<file path="src/hdl/ams_map.svh">
// Purpose: register map, field positions, reset values and timing counts of the measurement sequencer
// Assumes: 40 MHz system clock, AXI4-Lite byte addresses, one 32-bit word per register
// Notes: the result registers sit at consecutive words, indexed by channel code
//
// Functional notes
// - a port-scan command converts both battery and both auxiliary inputs, four results
// - after a port scan all four results are written, then result_ready_n goes low
// - battery and auxiliary results occupy consecutive addresses for one burst read
// - port scan lasts 7.5 us + reference delay + 4 x averages x (bits/fconv + 4.4 us)
// - single measurement lasts 2.625 us + reference delay + averages x (bits/fconv + 4.4 us)
// - battery divider is switched on only while a battery input is sampled
// - first battery input reaches the converter through a divide-by-four network
// - single temperature mode converts the diode once at the low 20 uA bias
// - differential mode adds a second diode conversion at 82x bias, stored separately
// - auxiliary inputs use the battery sequence but connect directly, no divider
// - on-demand reference powers up only during a measurement, from its start, ahead of the reference delay
// - a DAC control bit powers the DAC; cleared means powered down
// - host writes an 8-bit DAC code which sets the output current
// - with averaging, several conversions per channel, only the average stored
`ifndef AMS_MAP_SVH
`define AMS_MAP_SVH

`define AMS_REG_CTRL 6'h00
`define AMS_REG_STATUS 6'h01
`define AMS_REG_IRQ_STS 6'h02
`define AMS_REG_IRQ_MASK 6'h03
`define AMS_REG_DAC_CTRL 6'h04
`define AMS_REG_DAC_DATA 6'h05
`define AMS_REG_RES_BASE 6'h08

`define AMS_CTRL_CMD 2:0
`define AMS_CTRL_AVG 4:3
`define AMS_CTRL_RES 6:5
`define AMS_CTRL_REF_DEMAND 7
`define AMS_CTRL_RST 8'hC0

`define AMS_IRQ_DONE 0
`define AMS_IRQ_SCAN 1
`define AMS_IRQ_OVERRUN 2

`define AMS_CLK_MHZ 40
`define AMS_CYC(ns) ((((ns) * `AMS_CLK_MHZ) + 999) / 1000)
`define AMS_T_SINGLE_NS 2625
`define AMS_T_SCAN_NS 7500
`define AMS_T_ACQ_NS 4400
`define AMS_SINGLE_CYC `AMS_CYC(`AMS_T_SINGLE_NS)
`define AMS_SCAN_CYC `AMS_CYC(`AMS_T_SCAN_NS)
`define AMS_ACQ_CYC `AMS_CYC(`AMS_T_ACQ_NS)

`endif

</file>
<file path="src/hdl/ams_pkg.sv">
// Purpose: types shared by the measurement sequencer
// Assumes: nothing beyond the register map header
// Notes: channel codes double as result word indexes
package ams_pkg;

   typedef enum logic [2:0] {
      ST_IDLE = 3'h0,
      ST_SETUP = 3'h1,
      ST_REF = 3'h3,
      ST_ACQ = 3'h2,
      ST_CONV = 3'h6
   } ams_state_t;

   typedef enum logic [2:0] {
      CMD_NONE = 3'h0,
      CMD_TEMP_SINGLE = 3'h1,
      CMD_TEMP_DIFF = 3'h2,
      CMD_BAT_A = 3'h3,
      CMD_BAT_B = 3'h4,
      CMD_AUX_A = 3'h5,
      CMD_AUX_B = 3'h6,
      CMD_SCAN = 3'h7
   } ams_cmd_t;

   typedef enum logic [2:0] {
      CH_BAT_A = 3'h0,
      CH_BAT_B = 3'h1,
      CH_AUX_A = 3'h2,
      CH_AUX_B = 3'h3,
      CH_TEMP_LO = 3'h4,
      CH_TEMP_HI = 3'h5
   } ams_chan_t;

   // analog front-end controls
   typedef struct packed {
      ams_chan_t mux_sel;
      logic bat_div_en;
      logic div_quarter;
      logic bias_high;
      logic sample;
      logic convert;
      logic ref_on;
   } ams_afe_t;

endpackage

</file>
<file path="src/hdl/ams_tick_div.sv">
// Purpose: conversion clock enable divider
// Assumes: single system clock
// Notes: clearing restarts the period so the first tick is a full period later
`timescale 1ns/1ps
`default_nettype none
module ams_tick_div #(
   parameter int DIV = 10
) (
   // clock and reset
   input wire logic sys_clk_i,
   input wire logic rst_i,
   // control
   input wire logic clr_i,
   output logic tick_o
);
   logic [15:0] cnt_q;

   assign tick_o = (cnt_q == 16'(DIV - 1));

   always_ff @(posedge sys_clk_i or posedge rst_i) begin
      if (rst_i) begin
         cnt_q <= 16'h0000;
      end else if (clr_i || tick_o) begin
         cnt_q <= 16'h0000;
      end else begin
         cnt_q <= cnt_q + 16'h0001;
      end
   end
endmodule
`default_nettype wire

</file>
<file path="src/hdl/ams_avg_acc.sv">
// Purpose: averaging accumulator for conversion samples
// Assumes: sample counts are powers of two
// Notes: avg_o already includes the sample on sample_i, so the final store needs no extra cycle
`timescale 1ns/1ps
`default_nettype none
module ams_avg_acc #(
   parameter int DW = 12,
   parameter int SW = 4
) (
   // clock and reset
   input wire logic sys_clk_i,
   input wire logic rst_i,
   // accumulate
   input wire logic clr_i,
   input wire logic add_i,
   input wire logic [DW-1:0] sample_i,
   input wire logic [2:0] shift_i,
   output logic [DW-1:0] avg_o
);
   logic [DW+SW-1:0] acc_q;
   logic [DW+SW-1:0] sum;

   assign sum = acc_q + {{SW{1'b0}}, sample_i};
   assign avg_o = DW'(sum >> shift_i);

   always_ff @(posedge sys_clk_i or posedge rst_i) begin
      if (rst_i) begin
         acc_q <= '0;
      end else if (clr_i) begin
         acc_q <= '0;
      end else if (add_i) begin
         acc_q <= sum;
      end
   end
endmodule
`default_nettype wire

</file>
<file path="src/hdl/ams_measure_seq.sv">
// Purpose: temperature, battery, auxiliary and port-scan sequencer with contrast DAC control
// Assumes: AXI4-Lite slave, ADC result valid on adc_result_i at the last conversion tick
// Notes: analog switching is expressed as afe_o controls; the DAC code drives current_sink_out
`include "ams_map.svh"
`timescale 1ns/1ps
`default_nettype none
module ams_measure_seq
   import ams_pkg::*;
#(
   parameter int ADDR_W = 8,
   parameter int CONV_DIV = 10,
   parameter int REF_DELAY_CYC = 100
) (
   // clock and reset
   input wire logic sys_clk_i,
   input wire logic rst_i,
   // axi4-lite write
   input wire logic [ADDR_W-1:0] s_axi_awaddr_i,
   input wire logic s_axi_awvalid_i,
   output logic s_axi_awready_o,
   input wire logic [31:0] s_axi_wdata_i,
   input wire logic [3:0] s_axi_wstrb_i,
   input wire logic s_axi_wvalid_i,
   output logic s_axi_wready_o,
   output logic [1:0] s_axi_bresp_o,
   output logic s_axi_bvalid_o,
   input wire logic s_axi_bready_i,
   // axi4-lite read
   input wire logic [ADDR_W-1:0] s_axi_araddr_i,
   input wire logic s_axi_arvalid_i,
   output logic s_axi_arready_o,
   output logic [31:0] s_axi_rdata_o,
   output logic [1:0] s_axi_rresp_o,
   output logic s_axi_rvalid_o,
   input wire logic s_axi_rready_i,
   // converter and front end
   input wire logic [11:0] adc_result_i,
   output ams_afe_t afe_o,
   // host signalling
   output logic result_ready_n_o,
   output logic irq_o,
   // contrast dac
   output logic dac_power_o,
   output logic [7:0] current_sink_out_o
);
   localparam logic [1:0] RESP_OK = 2'h0;
   localparam logic [1:0] RESP_SLVERR = 2'h2;

   // first and last channel of each command
   function automatic ams_chan_t first_chan(input ams_cmd_t c);
      unique case (c)
         CMD_TEMP_SINGLE, CMD_TEMP_DIFF: first_chan = CH_TEMP_LO;
         CMD_BAT_B: first_chan = CH_BAT_B;
         CMD_AUX_A: first_chan = CH_AUX_A;
         CMD_AUX_B: first_chan = CH_AUX_B;
         default: first_chan = CH_BAT_A;
      endcase
   endfunction

   function automatic ams_chan_t last_chan(input ams_cmd_t c);
      unique case (c)
         CMD_TEMP_SINGLE: last_chan = CH_TEMP_LO;
         CMD_TEMP_DIFF: last_chan = CH_TEMP_HI;
         CMD_BAT_B: last_chan = CH_BAT_B;
         CMD_AUX_A: last_chan = CH_AUX_A;
         CMD_AUX_B, CMD_SCAN: last_chan = CH_AUX_B;
         default: last_chan = CH_BAT_A;
      endcase
   endfunction

   // bus state
   logic aw_full_q, w_full_q, bvalid_q, rvalid_q;
   logic [ADDR_W-1:0] awaddr_q;
   logic [31:0] wdata_q, rdata_q;
   logic [3:0] wstrb_q;
   logic [1:0] bresp_q, rresp_q;
   // registers
   logic [7:0] ctrl_q;
   logic [2:0] irq_sts_q, irq_mask_q;
   logic dac_ctrl_q;
   logic [7:0] dac_data_q;
   logic [15:0] res_q [0:5];
   logic ready_n_q;
   // sequencer
   ams_state_t state_q;
   ams_cmd_t cmd_q;
   ams_chan_t chan_q;
   logic [15:0] cnt_q;
   logic [3:0] bit_cnt_q, avg_cnt_q;
   ams_afe_t afe_q;

   logic do_write, ar_hs, wr_ctrl, start, overrun, last_sample, finish, rd_result, tick;
   logic [5:0] wr_idx, rd_idx;
   logic [31:0] rd_data;
   logic rd_err, wr_err;
   logic [3:0] nbits, navg;
   logic [2:0] avg_shift;
   logic [11:0] sample, avg;
   logic [2:0] events;
   ams_afe_t afe_d;

   assign s_axi_awready_o = !aw_full_q && !bvalid_q;
   assign s_axi_wready_o = !w_full_q && !bvalid_q;
   assign s_axi_arready_o = !rvalid_q;
   assign s_axi_bvalid_o = bvalid_q;
   assign s_axi_bresp_o = bresp_q;
   assign s_axi_rvalid_o = rvalid_q;
   assign s_axi_rdata_o = rdata_q;
   assign s_axi_rresp_o = rresp_q;

   assign do_write = aw_full_q && w_full_q && !bvalid_q;
   assign ar_hs = s_axi_arvalid_i && s_axi_arready_o;
   assign wr_idx = awaddr_q[7:2];
   assign rd_idx = s_axi_araddr_i[7:2];
   assign wr_err = (awaddr_q[1:0] != 2'h0) || !(wr_idx == `AMS_REG_CTRL || wr_idx == `AMS_REG_IRQ_STS ||
      wr_idx == `AMS_REG_IRQ_MASK || wr_idx == `AMS_REG_DAC_CTRL || wr_idx == `AMS_REG_DAC_DATA);
   assign wr_ctrl = do_write && (wr_idx == `AMS_REG_CTRL) && wstrb_q[0];
   assign start = wr_ctrl && (wdata_q[`AMS_CTRL_CMD] != 3'h0) && (state_q == ST_IDLE);
   assign overrun = wr_ctrl && (wdata_q[`AMS_CTRL_CMD] != 3'h0) && (state_q != ST_IDLE);
   // results are consecutive words so one burst of reads covers a scan
   assign rd_result = ar_hs && (rd_idx >= `AMS_REG_RES_BASE) && (rd_idx < `AMS_REG_RES_BASE + 6'h6);

   always_ff @(posedge sys_clk_i or posedge rst_i) begin
      if (rst_i) begin
         aw_full_q <= 1'b0;
         awaddr_q <= '0;
      end else if (s_axi_awvalid_i && s_axi_awready_o) begin
         aw_full_q <= 1'b1;
         awaddr_q <= s_axi_awaddr_i;
      end else if (do_write) begin
         aw_full_q <= 1'b0;
      end
   end

   always_ff @(posedge sys_clk_i or posedge rst_i) begin
      if (rst_i) begin
         w_full_q <= 1'b0;
         wdata_q <= 32'h0000_0000;
         wstrb_q <= 4'h0;
      end else if (s_axi_wvalid_i && s_axi_wready_o) begin
         w_full_q <= 1'b1;
         wdata_q <= s_axi_wdata_i;
         wstrb_q <= s_axi_wstrb_i;
      end else if (do_write) begin
         w_full_q <= 1'b0;
      end
   end

   always_ff @(posedge sys_clk_i or posedge rst_i) begin
      if (rst_i) begin
         bvalid_q <= 1'b0;
         bresp_q <= RESP_OK;
      end else if (do_write) begin
         bvalid_q <= 1'b1;
         bresp_q <= wr_err ? RESP_SLVERR : RESP_OK;
      end else if (s_axi_bready_i) begin
         bvalid_q <= 1'b0;
      end
   end

   always_comb begin
      rd_data = 32'h0000_0000;
      rd_err = 1'b0;
      if (rd_idx >= `AMS_REG_RES_BASE && rd_idx < `AMS_REG_RES_BASE + 6'h6) begin
         rd_data = {16'h0000, res_q[3'(rd_idx - `AMS_REG_RES_BASE)]};
      end else begin
         unique case (rd_idx)
            `AMS_REG_CTRL: rd_data = {24'h000000, ctrl_q[7:3], cmd_q};
            `AMS_REG_STATUS: rd_data = {24'h000000, chan_q, state_q, ready_n_q, state_q != ST_IDLE};
            `AMS_REG_IRQ_STS: rd_data = {29'h0, irq_sts_q};
            `AMS_REG_IRQ_MASK: rd_data = {29'h0, irq_mask_q};
            `AMS_REG_DAC_CTRL: rd_data = {31'h0, dac_ctrl_q};
            `AMS_REG_DAC_DATA: rd_data = {24'h000000, dac_data_q};
            default: rd_err = 1'b1;
         endcase
      end
      if (s_axi_araddr_i[1:0] != 2'h0) begin
         rd_err = 1'b1;
      end
   end

   always_ff @(posedge sys_clk_i or posedge rst_i) begin
      if (rst_i) begin
         rvalid_q <= 1'b0;
         rdata_q <= 32'h0000_0000;
         rresp_q <= RESP_OK;
      end else if (ar_hs) begin
         rvalid_q <= 1'b1;
         rdata_q <= rd_err ? 32'h0000_0000 : rd_data;
         rresp_q <= rd_err ? RESP_SLVERR : RESP_OK;
      end else if (s_axi_rready_i) begin
         rvalid_q <= 1'b0;
      end
   end

   // settings; the command field is not stored, it reads back as the running command
   always_ff @(posedge sys_clk_i or posedge rst_i) begin
      if (rst_i) begin
         ctrl_q <= `AMS_CTRL_RST;
      end else if (wr_ctrl && state_q == ST_IDLE) begin
         ctrl_q <= {wdata_q[7:3], 3'h0};
      end
   end

   always_ff @(posedge sys_clk_i or posedge rst_i) begin
      if (rst_i) begin
         dac_ctrl_q <= 1'b0;
         dac_data_q <= 8'h00;
      end else if (do_write && wstrb_q[0]) begin
         if (wr_idx == `AMS_REG_DAC_CTRL) begin
            dac_ctrl_q <= wdata_q[0];
         end
         if (wr_idx == `AMS_REG_DAC_DATA) begin
            dac_data_q <= wdata_q[7:0];
         end
      end
   end

   assign dac_power_o = dac_ctrl_q;
   // powered-down dac sinks no current
   assign current_sink_out_o = dac_ctrl_q ? dac_data_q : 8'h00;

   always_comb begin
      unique case (ctrl_q[`AMS_CTRL_RES])
         2'h0: nbits = 4'd8;
         2'h1: nbits = 4'd10;
         default: nbits = 4'd12;
      endcase
      unique case (ctrl_q[`AMS_CTRL_AVG])
         2'h0: avg_shift = 3'd0;
         2'h1: avg_shift = 3'd2;
         2'h2: avg_shift = 3'd3;
         default: avg_shift = 3'd4;
      endcase
      navg = 4'((5'h01 << avg_shift) - 5'h01);
   end

   // right-justify to the selected resolution
   assign sample = adc_result_i >> (4'd12 - nbits);
   assign last_sample = (state_q == ST_CONV) && tick && (bit_cnt_q == nbits - 4'd1) && (avg_cnt_q == navg);
   assign finish = last_sample && (chan_q == last_chan(cmd_q));

   ams_tick_div #(
      .DIV(CONV_DIV)
   ) u_conv_tick (
      .sys_clk_i(sys_clk_i),
      .rst_i(rst_i),
      .clr_i(state_q != ST_CONV),
      .tick_o(tick)
   );

   ams_avg_acc #(
      .DW(12),
      .SW(4)
   ) u_avg (
      .sys_clk_i(sys_clk_i),
      .rst_i(rst_i),
      .clr_i(start || last_sample),
      .add_i((state_q == ST_CONV) && tick && (bit_cnt_q == nbits - 4'd1)),
      .sample_i(sample),
      .shift_i(avg_shift),
      .avg_o(avg)
   );

   // overhead, reference wait, then per sample 4.4 us acquire and nbits conversion ticks
   always_ff @(posedge sys_clk_i or posedge rst_i) begin
      if (rst_i) begin
         state_q <= ST_IDLE;
         cmd_q <= CMD_NONE;
         chan_q <= CH_BAT_A;
         cnt_q <= 16'h0000;
         bit_cnt_q <= 4'h0;
         avg_cnt_q <= 4'h0;
      end else begin
         unique case (state_q)
            ST_IDLE: begin
               if (start) begin
                  cmd_q <= ams_cmd_t'(wdata_q[`AMS_CTRL_CMD]);
                  chan_q <= first_chan(ams_cmd_t'(wdata_q[`AMS_CTRL_CMD]));
                  avg_cnt_q <= 4'h0;
                  cnt_q <= (wdata_q[`AMS_CTRL_CMD] == CMD_SCAN) ? 16'(`AMS_SCAN_CYC - 1) : 16'(`AMS_SINGLE_CYC - 1);
                  state_q <= ST_SETUP;
               end
            end
            ST_SETUP: begin
               if (cnt_q != 16'h0000) begin
                  cnt_q <= cnt_q - 16'h0001;
               end else if (ctrl_q[`AMS_CTRL_REF_DEMAND]) begin
                  cnt_q <= 16'(REF_DELAY_CYC - 1);
                  state_q <= ST_REF;
               end else begin
                  cnt_q <= 16'(`AMS_ACQ_CYC - 1);
                  state_q <= ST_ACQ;
               end
            end
            ST_REF: begin
               if (cnt_q != 16'h0000) begin
                  cnt_q <= cnt_q - 16'h0001;
               end else begin
                  cnt_q <= 16'(`AMS_ACQ_CYC - 1);
                  state_q <= ST_ACQ;
               end
            end
            ST_ACQ: begin
               bit_cnt_q <= 4'h0;
               if (cnt_q != 16'h0000) begin
                  cnt_q <= cnt_q - 16'h0001;
               end else begin
                  state_q <= ST_CONV;
               end
            end
            ST_CONV: begin
               if (tick && bit_cnt_q != nbits - 4'd1) begin
                  bit_cnt_q <= bit_cnt_q + 4'd1;
               end else if (tick) begin
                  cnt_q <= 16'(`AMS_ACQ_CYC - 1);
                  if (avg_cnt_q != navg) begin
                     avg_cnt_q <= avg_cnt_q + 4'd1;
                     state_q <= ST_ACQ;
                  end else if (finish) begin
                     cmd_q <= CMD_NONE;
                     state_q <= ST_IDLE;
                  end else begin
                     // scan walks bat a, bat b, aux a, aux b; diff temp goes low then high bias
                     avg_cnt_q <= 4'h0;
                     chan_q <= ams_chan_t'(chan_q + 3'h1);
                     state_q <= ST_ACQ;
                  end
               end
            end
            default: state_q <= ST_IDLE;
         endcase
      end
   end

   // each result written only once its average is complete
   always_ff @(posedge sys_clk_i or posedge rst_i) begin
      if (rst_i) begin
         for (int i = 0; i < 6; i++) begin
            res_q[i] <= 16'h0000;
         end
      end else if (last_sample) begin
         res_q[chan_q] <= {4'h0, avg};
      end
   end

   // low in the same cycle the last result is stored; finish beats a same-cycle read
   always_ff @(posedge sys_clk_i or posedge rst_i) begin
      if (rst_i) begin
         ready_n_q <= 1'b1;
      end else if (finish) begin
         ready_n_q <= 1'b0;
      end else if (rd_result || wr_ctrl) begin
         ready_n_q <= 1'b1;
      end
   end

   assign result_ready_n_o = ready_n_q;

   assign events = {overrun, finish && (cmd_q == CMD_SCAN), finish};

   // set wins over a write-one clear in the same cycle
   always_ff @(posedge sys_clk_i or posedge rst_i) begin
      if (rst_i) begin
         irq_sts_q <= 3'h0;
      end else if (do_write && wr_idx == `AMS_REG_IRQ_STS && wstrb_q[0]) begin
         irq_sts_q <= (irq_sts_q & ~wdata_q[2:0]) | events;
      end else begin
         irq_sts_q <= irq_sts_q | events;
      end
   end

   always_ff @(posedge sys_clk_i or posedge rst_i) begin
      if (rst_i) begin
         irq_mask_q <= 3'h0;
      end else if (do_write && wr_idx == `AMS_REG_IRQ_MASK && wstrb_q[0]) begin
         irq_mask_q <= wdata_q[2:0];
      end
   end

   assign irq_o = |(irq_sts_q & irq_mask_q);

   always_comb begin
      afe_d.mux_sel = chan_q;
      // divider draws current, so it is on only while a battery input is sampled
      afe_d.bat_div_en = (state_q == ST_ACQ) && (chan_q == CH_BAT_A || chan_q == CH_BAT_B);
      afe_d.div_quarter = (chan_q == CH_BAT_A);
      // auxiliary channels get neither divider control
      afe_d.bias_high = (chan_q == CH_TEMP_HI);
      afe_d.sample = (state_q == ST_ACQ);
      afe_d.convert = (state_q == ST_CONV);
      afe_d.ref_on = !ctrl_q[`AMS_CTRL_REF_DEMAND] || (state_q != ST_IDLE);
   end

   always_ff @(posedge sys_clk_i or posedge rst_i) begin
      if (rst_i) begin
         afe_q <= '0;
      end else begin
         afe_q <= afe_d;
      end
   end

   assign afe_o = afe_q;
endmodule
`default_nettype wire

</file>
<file path="config.mk">
export PLATFORM = sky130hd
export DESIGN_NAME = ams_measure_seq
export DESIGN_NICKNAME = d
export VERILOG_FILES = /design/src/hdl/ams_pkg.sv /design/src/hdl/ams_tick_div.sv /design/src/hdl/ams_avg_acc.sv /design/src/hdl/ams_measure_seq.sv
export VERILOG_INCLUDE_DIRS = /design/src /design/src/hdl
export SDC_FILE = /design/constraint.sdc
export NUM_CORES = 1
export LEC_CHECK = 0
export ABC_AREA = 1
export BUFFER_PORTS_ARGS = -buffer_cell sky130_fd_sc_hd__clkbuf_2
export CORE_ASPECT_RATIO = 0.7
export CORE_UTILIZATION = 61
export CTS_BUF_LIST = sky130_fd_sc_hd__clkbuf_2
export DETAILED_ROUTE_END_ITERATION = 12
export HOLD_SLACK_MARGIN = 0.12
export PLACE_DENSITY = 0.79
export SYNTH_ARGS = -nofsm -noshare
export SYNTH_HDL_FRONTEND = slang
export SYNTH_HIERARCHICAL = 1
export SYNTH_SLANG_ARGS = --single-unit
</file>
<file path="constraint.sdc">
create_clock -name sys_clk_i -period 6.7 [get_ports sys_clk_i]
set_input_delay 1.34 -clock sys_clk_i [delete_from_list [all_inputs] [get_ports sys_clk_i]]
set_output_delay 1.34 -clock sys_clk_i [all_outputs]
set_load 0.02 [all_outputs]
</file>
==> results by group <==
Status
  – Status: finished clean

Setup path
  – Critical Path Start: ctrl_q[6]
  – CP Cell Sequence: clkinv_2 -> nand2_4 -> inv_1 -> nand2_1 -> o211ai_1 -> ha_1 -> fa_1 -> nand3_1 -> nand3_2 -> xnor2_1 -> o21ai_0 -> nand2_1 -> nand2_1 -> nand2_1 -> nand2_1 -> nand2_1 -> nand2_1
  – Crit path buf inv count: 2
  – WP data required: 7.40 ns
  – Endpoint type of the worst setup path: flop
  – Kind of cell adding the most delay to the critical path: simple AND/OR/NAND/NOR gates
  – Setup Crit Path Kind: flop to flop
  – R2R Path End: res_q[49]
  – Reg2Reg Launch Point: ctrl_q[6]
  – Crit path max fanout: 10
  – Slowest stage delay, CP: 0.68 ns
  – Worst Setup Start Kind: flop
  – Worst path most repeated cell: nand2_1
  – WP data arrival: between 4 and 5 ns
  – Crit path max-delay cell type: dfstp_2
  – Worst R2R Setup Slack: 3.10 ns
  – Worst r2r path cells: 17

Clock network
  – Clk Latency, worst-skew pair: 0.84 ns
  – Postcts setup bufs: 0
  – Root Buffer: clkbuf_2
  – CTS buffer count: between 40 and 50
  – H-tree levels: 2
  – Hold Buf Count CTS: 0
  – Clock Sinks: 202
  – CTS resizes: 0
  – Clk buf depth: 3
  – Reg clk slew, reported paths: between 0.1 and 0.15 ns
  – CTS tree: built

Synthesis
  – EDFF count, synth: 0
  – Syn_area_per_cell: between 7 and 8 sq um
  – Sequential element share of the synthesized area: 41.7%
  – Synthesis warning total: 6
  – Share of synthesized registers carrying an async set or reset: 100%
  – Post-Syn Area: 12100 sq um
  – Distinct cells, synth: 53
  – Cells after Synth: ~1700
  – Seq cells post-synth: 202
  – Main flop type after synthesis: dfrtp_1

Power
  – Clock power share: 17.6%
  – NetSw: ~2.2 mW
  – Worst VDD drop: 0.191 mV
  – Gate power share: 46.5%
  – Flop pwr share: 35.8%
  – Switching share of power: roughly half
  – Power Total: 4.59 mW
  – Int Pwr: 2.35 mW
  – Pwr Density: 353 nW/um^2
  – Leak: 6.64 nW

Place
  – GPL Wtd Cong: 0.937
  – Post-DP HPWL: 24000 microns
  – PortBufs: 82

Global route
  – All-Layer GR Usage: 32.9%
  – Global-route wire length before repair: 53400 microns
  – Initial antenna violation count: 0
  – Vias in the first global route: 10800
  – Grt met1 use: between 40 and 50%
  – Busiest grt layer: met1
  – GR Layer Usage met3: under 10%
  – Total gr overflow: 0
  – Largest net degree at the start of global routing: 110
  – Met2 Use GR: 45.7%

Cells and area
  – # diodes: 0
  – Syn-to-layout area delta: 6.99%
  – Register area: 5060 sq um
  – Layout cells sized above 1: 12.3%
  – Layout Nets: 1879
  – Filler instances: 1728
  – Area of the multi-input gates: 6030 sq um

Min path
  – Hold path depth: 2
  – Hold Path Sink: s_axi_rdata_o[6]
  – Hold_sp: s_axi_rdata_o[6]
  – Hold Crit Class: flop to flop

Floorplanning
  – Die height: 120 microns
  – Core area: 19200 sq um
  – Ports: 132
  – Initial Util: 63.3%
  – Die width: 171 microns
  – Total die area: 20500 sq um
  – FP Rows: between 40 and 50

STA
  – TNS Setup: 0 ns
  – Min cycle time layout: 3.60 ns
  – Slew Limit Fails: 0
  – RSZ-0062 raised after global routing: no
  – Final period util: 53.8%
  – Skew final: slightly above 0.07 ns
  – Final hold vios: 0
  – Endpoints failing setup: 0
  – Fmax: 0.278 GHz
  – Least-Margin Pin Slew: 1.07 ns
  – Slew margin rel.: 28.6%

Route
  – Wirelength per Cell: 15.6 microns
  – Post-Route WL: 32300 microns
  – # DRC: 0
  – DRT antenna net count: 0
  – Avg Vias per Cell: 5.59
  – 1st-pass router iterations: 6
  – Vias: 11600
  – Initial detailed-routing violation count: 1263

Run
  – Max-cap violation count: 0
==> layer usage <==
layer,share of wire (%),up-vias,wire (microns)
met5,0,-,0
met3,12,57,3720
met1,46,5362,15000
met2,40,556,13000
li1,-,5621,-
met4,1.9,0,605
==> per-stage QoR <==
stage / hold WS, ns / cell area, sq um / setup slack, ns / util (%) / instances
final: 0.487 / 13000 / 3.10 / 67.7 / 2076
after global routing: 0.510 / 13000 / 2.86 / 67.7 / 2076
after CTS: 0.490 / 13000 / 3.22 / 67.7 / 2076
after detailed placement: 0.465 / 12600 / 2.93 / 65.5 / 1996
after global placement: 0.462 / 12600 / 2.95 / 65.5 / 1996
after floorplan: 0.352 / 12200 / 0.762 / - / 1717
==> layout by cell type (no fill, tap or decap), types with 7 or more instances in the layout <==
cell type,Yosys,final
clkbuf_2,0,149
nand2_2,9,9
conb_1,1,22
o21ai_0,69,69
dfrtp_1,199,199
o22ai_1,50,50
nor2_1,148,148
xnor2_1,7,7
ha_1,25,25
nand3_1,142,142
o21ai_1,8,8
nor2_2,12,12
nand4_1,39,39
nor3_2,7,7
nor3_1,19,19
a21oi_1,44,44
nand2_1,579,579
o211ai_1,8,8
inv_1,182,181
xor2_1,17,17
==> layout make-up <==
cell class,count,share of cell area [%]
inverters,190,5.56
multi-input cells,1256,46.4
repair buffers,84,3.28
well taps,264,2.54
flip-flops and latches,202,38.9
clock inverters,13,0.655
clock buffers,67,2.58
==> tightest hold or removal path: stages (launching register included) <==
cell and delay, ns:
dfrtp_1 0.35, nand2_1 0.05, nand2_1 0.05
==> worst max-delay path by stage <==
| stage | slack, ns | depth (start not counted) | end |
|---|---|---|---|
| after global routing | 2.86 | 17 | res_q[65] |
| after CTS | 3.22 | 17 | res_q[65] |
| after floorplan | 0.76 | 1 | afe_o[0] |
| final | 3.10 | 17 | res_q[49] |
| after detailed placement | 2.93 | 15 | res_q[49] |
| after global placement | 2.95 | 15 | res_q[17] |
==> power groups by stage <==
| stage | logic, mW | registers [mW] | clock network [mW] |
|---|---|---|---|
| final | 2.13 | 1.64 | 0.809 |
| after global routing | 2.41 | 1.67 | 0.880 |
| after CTS | 2.09 | 1.63 | 0.824 |
| after detailed placement | 2.08 | 1.65 | 0 |
| after global placement | 2.02 | 1.65 | 0 |
| after floorplan | 1.57 | 1.60 | 0 |
==> cells by family after synthesis <==
family | Yosys count | share of synthesized area (%)
AND/OR/NAND/NOR | 982 | 34.7
buffers and inverters | 259 | 9.30
flip-flops | 202 | 41.7
AO/OA/AOI/OAI | 196 | 9.18
adder cells (fa/ha/maj) | 26 | 2.74
XOR/XNOR | 25 | 1.87
multiplexers | 5 | 0.464
other | 1 | 0.0309
==> Yosys cell counts, types with 7 or more instances <==
cell type | instances | area share [%]
inv_1 | 182 | 5.6
nor2_1 | 148 | 4.6
ha_1 | 25 | 2.6
nand2_1 | 579 | 18
buf_4 | 26 | 1.6
nor2_2 | 12 | 0.62
clkbuf_1 | 18 | 0.56
nand2_2 | 9 | 0.46
a21oi_1 | 44 | 1.8
dfrtp_1 | 199 | 41
buf_2 | 20 | 0.82
o211ai_1 | 8 | 0.49
nand3_1 | 142 | 5.9
xnor2_1 | 7 | 0.51
o21ai_0 | 69 | 2.8
o21ai_1 | 8 | 0.33
nand4_1 | 39 | 2.0
nor3_2 | 7 | 0.58
o22ai_1 | 50 | 2.6
nor3_1 | 19 | 0.78
xor2_1 | 17 | 1.2
==> state kept, by name, summed over array words and instances (netlist names), 4 cells and up <==
name,flops
afe_o,9
cnt_q,16
u_avg/acc_q,16
awaddr_q,8
wdata_q,8
u_conv_tick/cnt_q,16
s_axi_rdata_o,12
ctrl_q,5
dac_data_q,8
res_q,72
avg_cnt_q,4
bit_cnt_q,4
No activity file was read; power rests on OpenSTA's default activity.
